### config.mk
export PLATFORM = sky130hd
export DESIGN_NAME = rx_statistics_increment_pulses
export DESIGN_NICKNAME = d
export VERILOG_FILES = /design/src/rx_stat_pkg.sv /design/src/rx_statistics_increment_pulses.sv /design/src/pulse_stage.sv /design/src/frame_classifier.sv
export VERILOG_INCLUDE_DIRS = /design/src
export SDC_FILE = /design/constraint.sdc
export NUM_CORES = 1
export LEC_CHECK = 0
export BUFFER_PORTS_ARGS = -buffer_cell sky130_fd_sc_hd__buf_2
export CORE_UTILIZATION = 55
export DETAILED_ROUTE_END_ITERATION = 7
export GPL_TIMING_DRIVEN = 0
export HOLD_SLACK_MARGIN = 0.03
export PLACE_DENSITY = 0.77
export RECOVER_POWER = 50
export SLEW_MARGIN = 10
export SYNTH_ARGS = -nofsm -noshare
export SYNTH_HDL_FRONTEND = slang
export SYNTH_SLANG_ARGS = --single-unit
### constraint.sdc
create_clock -name ref_clk -period 3.55 [get_ports ref_clk]
set_input_delay 0.355 -clock ref_clk [delete_from_list [all_inputs] [get_ports ref_clk]]
set_output_delay 0.355 -clock ref_clk [all_outputs]
set_load 0.005 [all_outputs]
### src/rx_stat_consts.svh
/*
  Constants for the receive statistics increment pulse block: stream
  geometry, frame length limits, control frame codes and pulse positions.
  Assumes it is included by bare name from the package and the modules.
*/
`ifndef RX_STAT_CONSTS_SVH
`define RX_STAT_CONSTS_SVH

// stream geometry: eight bytes per beat, first byte in the top lane
`define BEAT_BYTES       4'h8
`define EMPTY_W          3
`define CNT_W            16
`define CNT_SAT          16'hffff

// frame length limits in bytes, counted from destination address to fcs
`define MIN_FRAME_BYTES  16'h0040
`define MAX_FRAME_BYTES  16'h05ee

// mac control frame codes
`define CTRL_TYPE        16'h8808
`define PAUSE_OPCODE     16'h0001

// bit positions in the pulse vector
`define PULSE_COUNT      10
`define P_BCAST_DATA_OK  0
`define P_UCAST_DATA_ERR 1
`define P_UCAST_DATA_OK  2
`define P_MCAST_CTRL     3
`define P_BCAST_CTRL     4
`define P_UCAST_CTRL     5
`define P_PAUSE          6
`define P_FCS_ERR        7
`define P_FRAGMENT       8
`define P_JABBER         9

`endif

### src/rx_stat_pkg.sv
/*
  Types shared by the receive statistics increment pulse block.
  Assumes the constants header is on the include path.
*/
`include "rx_stat_consts.svh"

package rx_stat_pkg;

    // frame tracking states
    typedef enum logic {
        ST_IDLE,
        ST_FRAME
    } rx_state_t;

    // one bit per statistics class
    typedef logic [`PULSE_COUNT-1:0] pulse_vec_t;

    // byte count of a frame
    typedef logic [`CNT_W-1:0] byte_cnt_t;

endpackage

### src/rx_statistics_increment_pulses.sv
/*
  Receive statistics increment pulse generator. Watches the receive
  frame stream of the mac, classifies each frame when it ends and emits
  one-cycle increment pulses, one output per statistics class.
  Assumes the stream comes from mac logic on ref_clk (the receive mac
  clock), eight bytes per beat, first byte in bits 63:56, and that
  fcs checking is done upstream and reported with the last beat.
  Latency is one cycle: a pulse stands in the cycle after the
  edge that took the eop beat. Frames over 65535 bytes saturate
  the count and still read as oversized. There is no buffer, so
  back to back frames give back to back pulses and the counters
  must take one on every cycle. A frame with no eop stays open
  until the next start beat; no timeout closes it.
*/
//
// Functional notes
// pulse on good broadcast data frame
// pulse on errored unicast data frame
// pulse on good unicast data frame
// pulse on any good multicast frame
// pulse on any good broadcast frame
// pulse on any good unicast frame
// pulse on good pause frame
// pulse on any fcs error frame
// fcs pulse when mac sees error
// fcs pulse ignores client delivery filtering
// pulse on short frame with crc error
// pulse on oversized frame with crc error
// pulse on legal length frame, fcs error
// pulses always exported, counters or not
// pulses drive ports and counter increments
// all pulses on receive mac clock
// low in reset, one pulse per class
// consumer counts each high cycle once
`timescale 1ns/1ps

module rx_statistics_increment_pulses
    import rx_stat_pkg::*;
(
    // receive mac clock and reset
    input  wire logic                ref_clk,
    input  wire logic                rst,
    // frame stream from the mac
    input  wire logic                rxValid,
    input  wire logic                rxSop,
    input  wire logic                rxEop,
    input  wire logic [63:0]         rxData,
    input  wire logic [`EMPTY_W-1:0] rxEmpty,
    input  wire logic                rxFcsBad,
    // data classes
    output logic                     bcastDataGoodPulse,
    output logic                     ucastDataBadPulse,
    output logic                     ucastDataGoodPulse,
    // good frames by destination
    output logic                     mcastAnyGoodPulse,
    output logic                     bcastAnyGoodPulse,
    output logic                     ucastAnyGoodPulse,
    // control frames
    output logic                     pauseGoodPulse,
    // error and length classes
    output logic                     checksumBadPulse,
    output logic                     fragmentPulse,
    output logic                     jabberPulse,
    output logic                     rx_legal_length_bad_checksum_pulse
);

    // frame tracking state
    rx_state_t   stateReg;      // inside a frame or not
    rx_state_t   stateNext;
    byte_cnt_t   byteCntReg;    // bytes seen before this beat
    byte_cnt_t   byteCntNext;
    logic [1:0]  beatIdxReg;    // beat number, stops at two
    logic [1:0]  beatIdxNext;
    logic [47:0] destReg;       // captured destination address
    logic [47:0] destNext;
    logic [15:0] typeReg;       // captured length or type field
    logic [15:0] typeNext;
    logic [15:0] opcodeReg;     // captured control opcode
    logic [15:0] opcodeNext;

    // per-beat views of the frame
    logic        beatTaken;     // beat belongs to a frame
    logic        frameEnd;      // last beat of a frame
    logic [1:0]  curBeat;       // number of the present beat
    logic [3:0]  beatBytes;     // bytes carried this beat
    byte_cnt_t   baseCnt;       // count before this beat
    logic [16:0] cntSum;        // count with this beat, one spare bit
    byte_cnt_t   countNow;      // saturated count with this beat
    logic [47:0] destNow;       // destination as of this beat
    logic [15:0] typeNow;       // type field as of this beat
    logic [15:0] opcodeNow;     // opcode as of this beat

    // classification and pulse requests
    pulse_vec_t  classHits;     // classes that the frame matches
    pulse_vec_t  fireVec;       // requests to the pulse stages
    pulse_vec_t  pulseVec;      // registered pulses
    logic        legalBadHit;   // legal length with fcs error

    // a beat counts if it opens a frame or continues one; a stray
    // continuation beat outside a frame is dropped without a pulse
    always_comb begin
        beatTaken = rxValid && (rxSop || (stateReg == ST_FRAME));
        frameEnd  = beatTaken && rxEop;
        if (rxSop) begin
            // a start beat is always beat zero
            curBeat = 2'h0;
        end else begin
            // beats past the second share index two
            curBeat = beatIdxReg;
        end
    end

    // byte accounting; the empty count only applies to the last beat
    always_comb begin
        if (rxEop) begin
            // only the eop beat may be partly empty
            beatBytes = `BEAT_BYTES - {1'b0, rxEmpty};
        end else begin
            // full beat, all lanes carry data
            beatBytes = `BEAT_BYTES;
        end
        if (rxSop) begin
            // a start beat restarts the count
            baseCnt = '0;
        end else begin
            // go on from the stored count
            baseCnt = byteCntReg;
        end
        cntSum = {1'b0, baseCnt} + {13'h0, beatBytes};
        // saturate so a runaway frame still reads as oversized
        if (cntSum[16]) begin
            countNow = `CNT_SAT;
        end else begin
            // no carry, the sum fits
            countNow = cntSum[15:0];
        end
    end

    // header fields as they stand after this beat; the type field and
    // opcode sit in the second beat, so a frame ending there is
    // classified from the live data rather than from the registers
    always_comb begin
        if (curBeat == 2'h0) begin
            // first beat carries the destination
            destNow   = rxData[63:16];
        end else begin
            // held from the first beat
            destNow   = destReg;
        end
        case (curBeat)
            2'h0: begin
                // no type field seen yet
                typeNow   = 16'h0000;
                opcodeNow = 16'h0000;
            end
            2'h1: begin
                // type and opcode in the low half
                typeNow   = rxData[31:16];
                opcodeNow = rxData[15:0];
            end
            default: begin
                // later beats keep what beat one gave
                typeNow   = typeReg;
                opcodeNow = opcodeReg;
            end
        endcase
    end

    // next frame tracking values
    always_comb begin
        // hold by default, no latch inferred
        stateNext   = stateReg;
        byteCntNext = byteCntReg;
        beatIdxNext = beatIdxReg;
        destNext    = destReg;
        typeNext    = typeReg;
        opcodeNext  = opcodeReg;
        case (stateReg)
            ST_IDLE: begin
                // only a start beat opens a frame
                if (beatTaken && !rxEop) begin
                    stateNext = ST_FRAME;
                end
                // a one beat frame never leaves idle
            end
            ST_FRAME: begin
                // a new start abandons the open frame with no pulse
                if (frameEnd) begin
                    stateNext = ST_IDLE;
                end
                // no timeout: an open frame waits
            end
            default: begin
                // illegal state recovers to idle
                stateNext = ST_IDLE;
            end
        endcase
        // stray beats change nothing; a taken beat
        // stores its count and header view
        if (beatTaken) begin
            byteCntNext = countNow;
            destNext    = destNow;
            typeNext    = typeNow;
            opcodeNext  = opcodeNow;
            // stop at two so the header stays captured
            if (curBeat != 2'h2) begin
                beatIdxNext = curBeat + 2'h1;
            end else begin
                beatIdxNext = curBeat;
            end
        end
    end

    // frame tracking registers
    // async reset puts the tracker back to idle
    always_ff @(posedge ref_clk or posedge rst) begin
        if (rst) begin
            // constants only in the reset branch
            stateReg   <= ST_IDLE;
            byteCntReg <= '0;
            beatIdxReg <= 2'h0;
            destReg    <= 48'h0;
            typeReg    <= 16'h0000;
            opcodeReg  <= 16'h0000;
        end else begin
            // plain copy of the next values
            stateReg   <= stateNext;
            byteCntReg <= byteCntNext;
            beatIdxReg <= beatIdxNext;
            destReg    <= destNext;
            typeReg    <= typeNext;
            opcodeReg  <= opcodeNext;
        end
    end

    // classify the frame from its final count and header
    // the live view is used, so a frame that ends
    // in this beat is judged in this beat
    frame_classifier classifier (
        .destAddr   (destNow),
        .lenType    (typeNow),
        .ctrlOpcode (opcodeNow),
        .frameBytes (countNow),
        .fcsBad     (rxFcsBad),
        .classHits  (classHits)
    );

    // the legal length error class lives here, beside the other
    // length checks that the classifier already makes
    // both bounds are inclusive
    always_comb begin
        legalBadHit = rxFcsBad
                      && (countNow >= `MIN_FRAME_BYTES)
                      && (countNow <= `MAX_FRAME_BYTES);
    end

    // requests fire only on the last beat, so each class gets at most
    // one pulse per frame; the fcs request is raised in the cycle the
    // error is reported, with no regard for any client side filter
    // the eop mask is the only gate on the requests
    always_comb begin
        fireVec = classHits & {`PULSE_COUNT{frameEnd}};
    end

    // one registered stage per class, all on the receive mac clock
    // each stage adds the one cycle of latency
    for (genvar i = 0; i < `PULSE_COUNT; i++) begin : g_pulse
        pulse_stage stage (
            .ref_clk (ref_clk),
            .rst     (rst),
            .fire    (fireVec[i]),
            .pulse   (pulseVec[i])
        );
    end

    // separate stage for the legal length error class
    // keeps the class vector at ten bits
    pulse_stage legal_bad_stage (
        .ref_clk (ref_clk),
        .rst     (rst),
        .fire    (legalBadHit && frameEnd),
        .pulse   (rx_legal_length_bad_checksum_pulse)
    );

    // every pulse leaves on its own port unconditionally; the same
    // wires serve as counter increments where counters are built
    // data classes
    assign bcastDataGoodPulse = pulseVec[`P_BCAST_DATA_OK];
    assign ucastDataBadPulse  = pulseVec[`P_UCAST_DATA_ERR];
    assign ucastDataGoodPulse = pulseVec[`P_UCAST_DATA_OK];
    // good frames by destination
    assign mcastAnyGoodPulse  = pulseVec[`P_MCAST_CTRL];
    assign bcastAnyGoodPulse  = pulseVec[`P_BCAST_CTRL];
    assign ucastAnyGoodPulse  = pulseVec[`P_UCAST_CTRL];
    // control frames
    assign pauseGoodPulse     = pulseVec[`P_PAUSE];
    // error and length classes
    assign checksumBadPulse   = pulseVec[`P_FCS_ERR];
    assign fragmentPulse      = pulseVec[`P_FRAGMENT];
    assign jabberPulse        = pulseVec[`P_JABBER];

endmodule // rx_statistics_increment_pulses

### src/pulse_stage.sv
/*
  One registered increment pulse: the output is high in the cycle after
  a fire request and low otherwise.
  Assumes fire is a one-cycle request on the same clock.
*/
`timescale 1ns/1ps

module pulse_stage (
    input  wire logic ref_clk,
    input  wire logic rst,
    input  wire logic fire,
    output logic      pulse
);

    logic pulseNext; // next output level

    // a pulse lasts exactly one cycle per request
    always_comb begin
        pulseNext = fire;
    end

    // held low while reset is asserted
    always_ff @(posedge ref_clk or posedge rst) begin
        if (rst) begin
            pulse <= 1'b0;
        end else begin
            pulse <= pulseNext;
        end
    end

endmodule // pulse_stage

### src/frame_classifier.sv
/*
  Combinational classifier of one finished receive frame: destination
  kind, control or data, pause, length class and fcs result.
  Assumes all inputs describe the same frame and are stable together.
*/
`timescale 1ns/1ps

module frame_classifier
    import rx_stat_pkg::*;
(
    input  wire logic [47:0] destAddr,
    input  wire logic [15:0] lenType,
    input  wire logic [15:0] ctrlOpcode,
    input  wire byte_cnt_t   frameBytes,
    input  wire logic        fcsBad,
    output pulse_vec_t       classHits
);

    logic isBcast;   // all ones destination
    logic isMcast;   // group bit set, not broadcast
    logic isUcast;   // group bit clear
    logic isCtrl;    // mac control frame
    logic isShort;   // under the minimum size
    logic isLong;    // over the maximum size
    logic isGood;    // fcs clean and legal length

    // the group bit is the first bit on the wire of the first byte
    always_comb begin
        isBcast = &destAddr;
        isMcast = destAddr[40] && !isBcast;
        isUcast = !destAddr[40];
        isCtrl  = (lenType == `CTRL_TYPE);
        isShort = (frameBytes < `MIN_FRAME_BYTES);
        isLong  = (frameBytes > `MAX_FRAME_BYTES);
        isGood  = !fcsBad && !isShort && !isLong;
        classHits = '0;
        classHits[`P_BCAST_DATA_OK]  = isGood && isBcast && !isCtrl;
        classHits[`P_UCAST_DATA_ERR] = fcsBad && isUcast && !isCtrl;
        classHits[`P_UCAST_DATA_OK]  = isGood && isUcast && !isCtrl;
        classHits[`P_MCAST_CTRL]     = isGood && isMcast;
        classHits[`P_BCAST_CTRL]     = isGood && isBcast;
        classHits[`P_UCAST_CTRL]     = isGood && isUcast;
        classHits[`P_PAUSE]          = isGood && isCtrl
                                       && (ctrlOpcode == `PAUSE_OPCODE);
        classHits[`P_FCS_ERR]        = fcsBad;
        classHits[`P_FRAGMENT]       = fcsBad && isShort;
        classHits[`P_JABBER]         = fcsBad && isLong;
    end

endmodule // frame_classifier

# Yosys cells after proc, flatten, opt, wreduce, memory -nomap -nowiden
# Cells that the tools add are included.
# W data, S select, Z words.
[classes]
add_sub_neg = 3
magnitude_cmp = 4
eq_ne = 4
n_mux = 11
bitwise = 2
reduce_logical = 30
[ops]
columns = ["operator", "count"]
rows = [
  ["$pmux W16 S2", 2],
  ["$mux W48", 1],
  ["$reduce_and A48 Y1", 1],
  ["$mux W16", 2],
  ["$logic_and A1 B1 Y1", 20],
  ["$add A16 B4 Y17", 1],
  ["$eq A16 B1 Y1 const B", 1],
  ["$eq A16 B16 Y1 const B", 1],
  ["$ge A16 B7 Y1 const B", 1],
  ["$gt A16 B11 Y1 const B", 1],
  ["$le A16 B11 Y1 const B", 1],
  ["$lt A16 B7 Y1 const B", 1],
  ["$and A10 B10 Y10", 1],
  ["$logic_not A1 Y1", 7],
  ["$mux W2", 2],
  ["$mux W4", 1],
  ["$sub A4 B3 Y4 const A", 1],
  ["$add A2 B1 Y2 const B", 1],
  ["$eq A2 B1 Y1 const B", 1],
  ["$logic_not A2 Y1", 1],
  ["$mux W1", 2],
  ["$ne A2 B2 Y1 const B", 1],
  ["$pmux W1 S2", 1],
  ["$logic_or A1 B1 Y1", 1],
  ["$not A1 Y1", 1],
]
[word_totals]
ff_bits = 110
word_cells = 71

# Logic depth before layout (Yosys ltp)
[logic_depth]
ltp_word = 11
ltp_mapped = 13

# Modules after synthesis
# From an unflattened synthesis, not the netlist that was laid out.
[unflattened]
hier_cells = 696
hier_area_um2 = 6183.4
[by_module_without_submodules]
columns = ["module", "instances", "cells_per_inst", "area_each_um2", "seq_area_each_um2"]
rows = [
  ["rx_statistics_increment_pulses", 1, 622, 5505.3, 2477.4],
  ["frame_classifier", 1, 52, 361.6, 0.0],
  ["pulse_stage", 11, 2, 28.8, 25.0],
]

# Worst setup path before layout
# No wires, ideal clock.
[synth_timing]
path_type = "input-to-reg"
from = "input rxSop"
to = "register g_pulse[9].stage.pulse"
setup_time_ps = 124
arrival_time_ps = 3161
required_ps = 3426
path_slack_ps = 265
path_stages = 12
n_path_buf = 3
cell_sequence = "buf_6 buf_2 buf_1 nor2b_1 ha_1 fa_1 a211oi_2 nor3_4 a311o_2 a211oi_1 o211ai_2 o31a_1"
[synth_via]
elab_chain_cells = 6
word_cells_on_any_way = 9
[synth_lines]
columns = ["element", "line", "text"]
rows = [
  ["start, declared", "rx_statistics_increment_pulses.sv:45", "input wire logic rxSop,"],
  ["$mux W16", "rx_statistics_increment_pulses.sv:122", "if (rxSop) begin"],
  ["$add A16 B4 Y17", "rx_statistics_increment_pulses.sv:129", "cntSum = {1'b0, baseCnt} + {13'h0, beatBytes};"],
  ["$mux W16", "rx_statistics_increment_pulses.sv:131", "if (cntSum[16]) begin"],
  ["$gt A16 B11 Y1 (no line)", "-", ""],
  ["$logic_and A1 B1 Y1", "frame_classifier.sv:47", "classHits[`P_JABBER] = fcsBad && isLong;"],
  ["$and A10 B10 Y10 *", "rx_statistics_increment_pulses.sv:262", "fireVec = classHits & {`PULSE_COUNT{frameEnd}};"],
  ["net g_pulse[9].stage.fire", "pulse_stage.sv:11", "input wire logic fire,"],
  ["end signal, assigned", "pulse_stage.sv:27", "pulse <= pulseNext;"],
  ["end, declared", "pulse_stage.sv:12", "output logic pulse"],
]
# Mark *: on every way through the listed nets, which the timed path passes. The rest lies on a longest branch.
# A chain may end at the register's enable or synchronous reset.

# Worst setup path after layout
[layout_timing]
from = "input rxSop"
to = "register g_pulse[5].stage.pulse"
[layout_via]
elab_chain_cells = 9
word_cells_on_any_way = 18
[layout_lines]
columns = ["element", "line", "text"]
rows = [
  ["$mux W16", "rx_statistics_increment_pulses.sv:122", ""],
  ["$add A16 B4 Y17", "rx_statistics_increment_pulses.sv:129", ""],
  ["$mux W16", "rx_statistics_increment_pulses.sv:131", ""],
  ["$lt A16 B7 Y1 (no line)", "-", ""],
  ["$logic_not A1 Y1", "frame_classifier.sv:35", "isGood = !fcsBad && !isShort && !isLong;"],
  ["$logic_and A1 B1 Y1 (2 in a row)", "frame_classifier.sv:35", ""],
  ["$logic_and A1 B1 Y1", "frame_classifier.sv:42", "classHits[`P_UCAST_CTRL] = isGood && isUcast;"],
  ["$and A10 B10 Y10 *", "rx_statistics_increment_pulses.sv:262", ""],
  ["net g_pulse[5].stage.fire", "pulse_stage.sv:11", ""],
  ["end signal, assigned", "pulse_stage.sv:27", ""],
  ["end, declared", "pulse_stage.sv:12", ""],
]
# Marks and branches as above.

==> impl_results.html <==
<table>
<tr><th>Metric</th><th>Value</th></tr>
<tr><th colspan="2">Worst setup path</th></tr>
<tr><td>RR Endpoint</td><td>g_pulse[0].stage.pulse$_DFF_PP0_</td></tr>
<tr><td>Cell seen most often among critical-path stages</td><td>buf_2</td></tr>
<tr><td>CP endpoint kind</td><td>flip-flop</td></tr>
<tr><td>Data required time at the worst endpoint</td><td>3.82 ns</td></tr>
<tr><td>Number of buffer and inverter stages on the critical path</td><td>4</td></tr>
<tr><td>Launching point of the worst reg2reg path</td><td>beatIdxReg[1]$_DFFE_PP0P_</td></tr>
<tr><td>Crit-path leading delay family</td><td>compound AO/OA/AOI/OAI gates</td></tr>
<tr><td>Slowest library cell on the worst path</td><td>fa_1</td></tr>
<tr><td>Worst EP arrival</td><td>3.64 ns</td></tr>
<tr><td>Largest fanout on the critical path</td><td>10</td></tr>
<tr><td>Stage delay of the slowest cell on the critical path</td><td>0.47 ns</td></tr>
<tr><td>Worst reg2reg path depth</td><td>11</td></tr>
<tr><td>Path type of the worst setup path</td><td>in2reg</td></tr>
<tr><td>Startpoint type of the worst setup path</td><td>input port</td></tr>
<tr><td>Crit path cell chain</td><td>buf_2 -&gt; buf_6 -&gt; buf_2 -&gt; buf_2 -&gt; nor2b_1 -&gt; ha_1 -&gt; fa_1 -&gt; a211oi_4 -&gt; nor3_4 -&gt; a311o_2 -&gt; a211oi_1 -&gt; o211ai_2 -&gt; nor4_1</td></tr>
<tr><td>Register-to-register path setup slack</td><td>approximately 0.36 ns</td></tr>
<tr><th colspan="2">Floorplan</th></tr>
<tr><td>Core region area</td><td>~10000 µm²</td></tr>
<tr><td>Die extent in x</td><td>around 100 µm</td></tr>
<tr><td>Initial Util</td><td>around 57%</td></tr>
<tr><td>I/O pins</td><td>84</td></tr>
<tr><td>Floorplan die area</td><td>about 11000 µm²</td></tr>
<tr><td>Height of the chip</td><td>~100 µm</td></tr>
<tr><td>Core Rows</td><td>37</td></tr>
<tr><th colspan="2">Run status</th></tr>
<tr><td>Violations in the final reports</td><td>capacitance limit, slew limit</td></tr>
<tr><td>Status</td><td>finished with violations</td></tr>
<tr><th colspan="2">Pwr</th></tr>
<tr><td>Max IR drop VDD</td><td>approximately 0.26 mV</td></tr>
<tr><td>P per Cell Area</td><td>approximately 500 nW/µm²</td></tr>
<tr><td>Total power</td><td>around 3.4 mW</td></tr>
<tr><td>Leakage</td><td>around 3.0 nW</td></tr>
<tr><th colspan="2">STA</th></tr>
<tr><td>Total negative slack</td><td>0 ns</td></tr>
<tr><td>Slew Limit Headroom</td><td>-4.78%</td></tr>
<tr><td>Time the worst path needs with I/O delays and setup</td><td>about 3.4 ns</td></tr>
<tr><td>Count of final hold-check violations</td><td>0</td></tr>
<tr><td>Transition time at the pin with the least slew margin</td><td>1.56 ns</td></tr>
<tr><td>Unrepaired setup endpoints after global routing</td><td>false</td></tr>
<tr><td>Ratio of final minimum period to clock period</td><td>a little over nine tenths</td></tr>
<tr><td>Hold slack</td><td>0.207 ns</td></tr>
<tr><td>Finish-stage setup viols</td><td>0</td></tr>
<tr><td>Fin. max-slew vios</td><td>36</td></tr>
<tr><td>Final worst slack</td><td>approximately 0.17 ns</td></tr>
<tr><td>Maximum achievable frequency</td><td>approximately 300 MHz</td></tr>
<tr><td>Worst setup skew after layout</td><td>~0.017 ns</td></tr>
<tr><th colspan="2">Cells and area</th></tr>
<tr><td>Post-layout util</td><td>between 60% and 70%</td></tr>
<tr><td>Count of non-filler cells in the finished layout</td><td>835</td></tr>
<tr><td>Final standard cell area without fillers</td><td>around 6700 µm²</td></tr>
<tr><td>Growth of design area from synthesis to finish</td><td>14.4%</td></tr>
<tr><td>Area of the multi-input gates</td><td>between 2000 and 3000 µm²</td></tr>
<tr><td>Commonest non-fill, non-tap cells in the layout</td><td>nand2_1, dfrtp_1, buf_2</td></tr>
<tr><td>Share of layout cells above drive strength 1</td><td>about a quarter</td></tr>
<tr><td>Nets@finish</td><td>roughly 780</td></tr>
<tr><td>FF/Latch Area</td><td>around 2800 µm²</td></tr>
<tr><td>Commonest non-fill, non-tap cell in the layout</td><td>nand2_1</td></tr>
<tr><td>Filler cells</td><td>850</td></tr>
<tr><td>Number of antenna cells inserted</td><td>0</td></tr>
<tr><th colspan="2">Route</th></tr>
<tr><td>Pre-antenna DRT Iters</td><td>5</td></tr>
<tr><td>Via Count</td><td>slightly above 5000</td></tr>
<tr><td>DRC violation count after routing</td><td>0</td></tr>
<tr><td>Routed wire length</td><td>approximately 14000 µm</td></tr>
<tr><td>Avg Vias per Cell</td><td>between 6 and 7</td></tr>
<tr><td>First-iteration detailed-routing DRC count</td><td>420</td></tr>
<tr><td>Routed wire length per instance</td><td>17.2 µm</td></tr>
<tr><td>Antenna viol nets, final</td><td>0</td></tr>
<tr><th colspan="2">GRT</th></tr>
<tr><td>Aggregate global routing overflow</td><td>0</td></tr>
<tr><td>Largest net degree at the start of global routing</td><td>77</td></tr>
<tr><td>All-layer global routing usage</td><td>between 20% and 30%</td></tr>
<tr><td>Antenna violations before repair</td><td>0</td></tr>
<tr><td>Global-route wire length before repair</td><td>~23000 µm</td></tr>
<tr><td>Via count of the first global-routing pass</td><td>4677</td></tr>
<tr><th colspan="2">CTS</th></tr>
<tr><td>Number of H-tree levels</td><td>3</td></tr>
<tr><td>CTS root buf</td><td>clkbuf_8</td></tr>
<tr><td>Maximum clock insertion buffer count</td><td>2</td></tr>
<tr><td>CTS tree</td><td>yes</td></tr>
<tr><td>Clock-pin slew reported for the worst setup and hold paths after clock tree synthesis</td><td>roughly 0.12 ns</td></tr>
<tr><td>Clock Sinks</td><td>110</td></tr>
<tr><td>Skew-Pair Late Insertion Delay</td><td>between 0.3 and 0.4 ns</td></tr>
<tr><td>Number of clock buffers inserted by TritonCTS</td><td>9</td></tr>
<tr><th colspan="2">Placement</th></tr>
<tr><td>Number of cells in the design after placement</td><td>a little over 800</td></tr>
<tr><td>Buffers added on ports</td><td>slightly above 80</td></tr>
<tr><td>HPWL reported at the end of detailed placement</td><td>between 10000 and 15000 µm</td></tr>
<tr><td>Cell area reported after detailed placement</td><td>6430 µm²</td></tr>
<tr><td>RePlAce Congestion</td><td>roughly 0.93</td></tr>
<tr><td>Worst slack, placed</td><td>-0.485 ns</td></tr>
<tr><th colspan="2">Yosys</th></tr>
<tr><td>Number of enable-type register cells in the synthesized netlist</td><td>0</td></tr>
<tr><td>Synthesized area per cell</td><td>9.74 µm²</td></tr>
<tr><td>Synth Register Bits</td><td>110</td></tr>
<tr><td>Count of mapped cells out of synthesis</td><td>roughly 600</td></tr>
<tr><td>Count of yosys warnings during synthesis</td><td>0</td></tr>
<tr><td>Count of cell types in the netlist</td><td>73</td></tr>
<tr><td>Post-synthesis instance area</td><td>5820 µm²</td></tr>
<tr><td>Synthesized netlist net count</td><td>approximately 680</td></tr>
<tr><td>Fraction of post-synthesis cell area in the top cell type by area</td><td>a little under half</td></tr>
<tr><td>Largest area contributor in the synthesized netlist</td><td>dfrtp_1</td></tr>
<tr><td>Cell types occupying the most area after synthesis</td><td>dfrtp_1, mux2_2, nand2_1</td></tr>
<tr><td>Fraction of synthesis flops using an asynchronous set or reset pin</td><td>100%</td></tr>
<tr><td>Fraction of the yosys area taken by sequential cells</td><td>~47%</td></tr>
<tr><td>Most frequently used flop master after synthesis</td><td>dfrtp_1</td></tr>
<tr><th colspan="2">Min path</th></tr>
<tr><td>Path type of the worst min-delay path</td><td>in2reg</td></tr>
<tr><td>Worst Hold Path EP</td><td>destReg[39]$_DFFE_PP0P_</td></tr>
<tr><td>Cell depth of the worst min-delay path</td><td>2</td></tr>
<tr><td>Start point of the worst min-delay path</td><td>rxData[55]</td></tr>
<tr><th colspan="2">Run</th></tr>
<tr><td>Number of maximum-capacitance violations</td><td>1</td></tr>
</table>
area by class of cell:
cell class | instances | area share (%)
buffer | 36 | 2.58
inverter | 13 | 0.752
tap | 136 | 2.56
timing repair buffer | 86 | 6.53
multi-input combinational | 438 | 43.1
clock inverter | 7 | 1.30
sequential | 110 | 41.4
clock buffer | 9 | 1.86
cells in the mapped netlist (all sizes together), types with 3 or more instances:
master / number
nand2: 114
dfrtp: 110
o21ai: 49
mux2: 47
nor2: 28
clkbuf: 24
nand3: 22
nor4: 22
inv: 13
nand4: 13
a21oi: 12
buf: 12
nor3: 9
nand4b: 8
ha: 7
nor2b: 7
o22ai: 7
and2: 6
o211ai: 6
o311ai: 6
o2111ai: 5
a41oi: 4
and3: 4
mux2i: 4
nor4b: 4
o21a: 4
o31ai: 4
or3: 4
a211oi: 3
a31oi: 3
or2: 3
or4: 3
xnor2: 3
xor2: 3
flip-flops by register name, indices dropped and copies added (netlist names), named ones only:
name and count:
g_pulse.stage.pulse 10, destReg 48, typeReg 16, opcodeReg 16, beatIdxReg 2, legal_bad_stage.pulse 1
byteCntReg 16
logic make-up after synthesis:
family                     share of synthesized area (%)
AOI/OAI and AO/OA                                   14.2
xor gates and xnor gates                            1.03
adders and majority gates                           1.85
buffers and inverters                               3.76
DFF                                                 47.3
muxes                                               9.79
and+or+nand+nor                                     22.1
layer usage:
metal | global-route usage [%] | wire [µm] | up-vias
met4 | 9.05 | 230 | 0
met5 | 0 | 0 | -
met2 | 42.4 | 6760 | 181
met3 | 4.74 | 802 | 23
li1 | - | - | 2367
met1 | 38.6 | 6530 | 2465
what timing repair did:
item	4_1_cts	5_1_grt
pin swaps	0	1
gates cloned	0	0
gates resized for setup	1	3
setup buffers	0	1
endpoints found under the setup margin	2	8
hold buffers	1	0
endpoints found under the hold margin	34	0
where the power goes:
group / switching [mW] / internal (mW) / leakage [nW]
Combinational: 0.487 / 0.388 / 1.46
Clock: 0.494 / 0.288 / 0.105
Sequential: 0.161 / 1.55 / 1.40
Total: 1.14 / 2.23 / 2.97
how the worst max path moves through the flow:
stage | start | end | slack, ns | depth (start not counted)
after floorplan | rxSop | g_pulse[9].stage.pulse$_DFF_PP0_ | 0.27 | 12
after global placement | rst | destReg[32]$_DFFE_PP0P_ | -0.84 | 2
after detailed placement | rxSop | g_pulse[3].stage.pulse$_DFF_PP0_ | -0.48 | 13
after CTS | rxSop | g_pulse[3].stage.pulse$_DFF_PP0_ | 0.13 | 13
after global routing | rxSop | g_pulse[2].stage.pulse$_DFF_PP0_ | 0.03 | 13
final | rxSop | g_pulse[5].stage.pulse$_DFF_PP0_ | 0.17 | 13
Power figures use the tool's default switching activity.
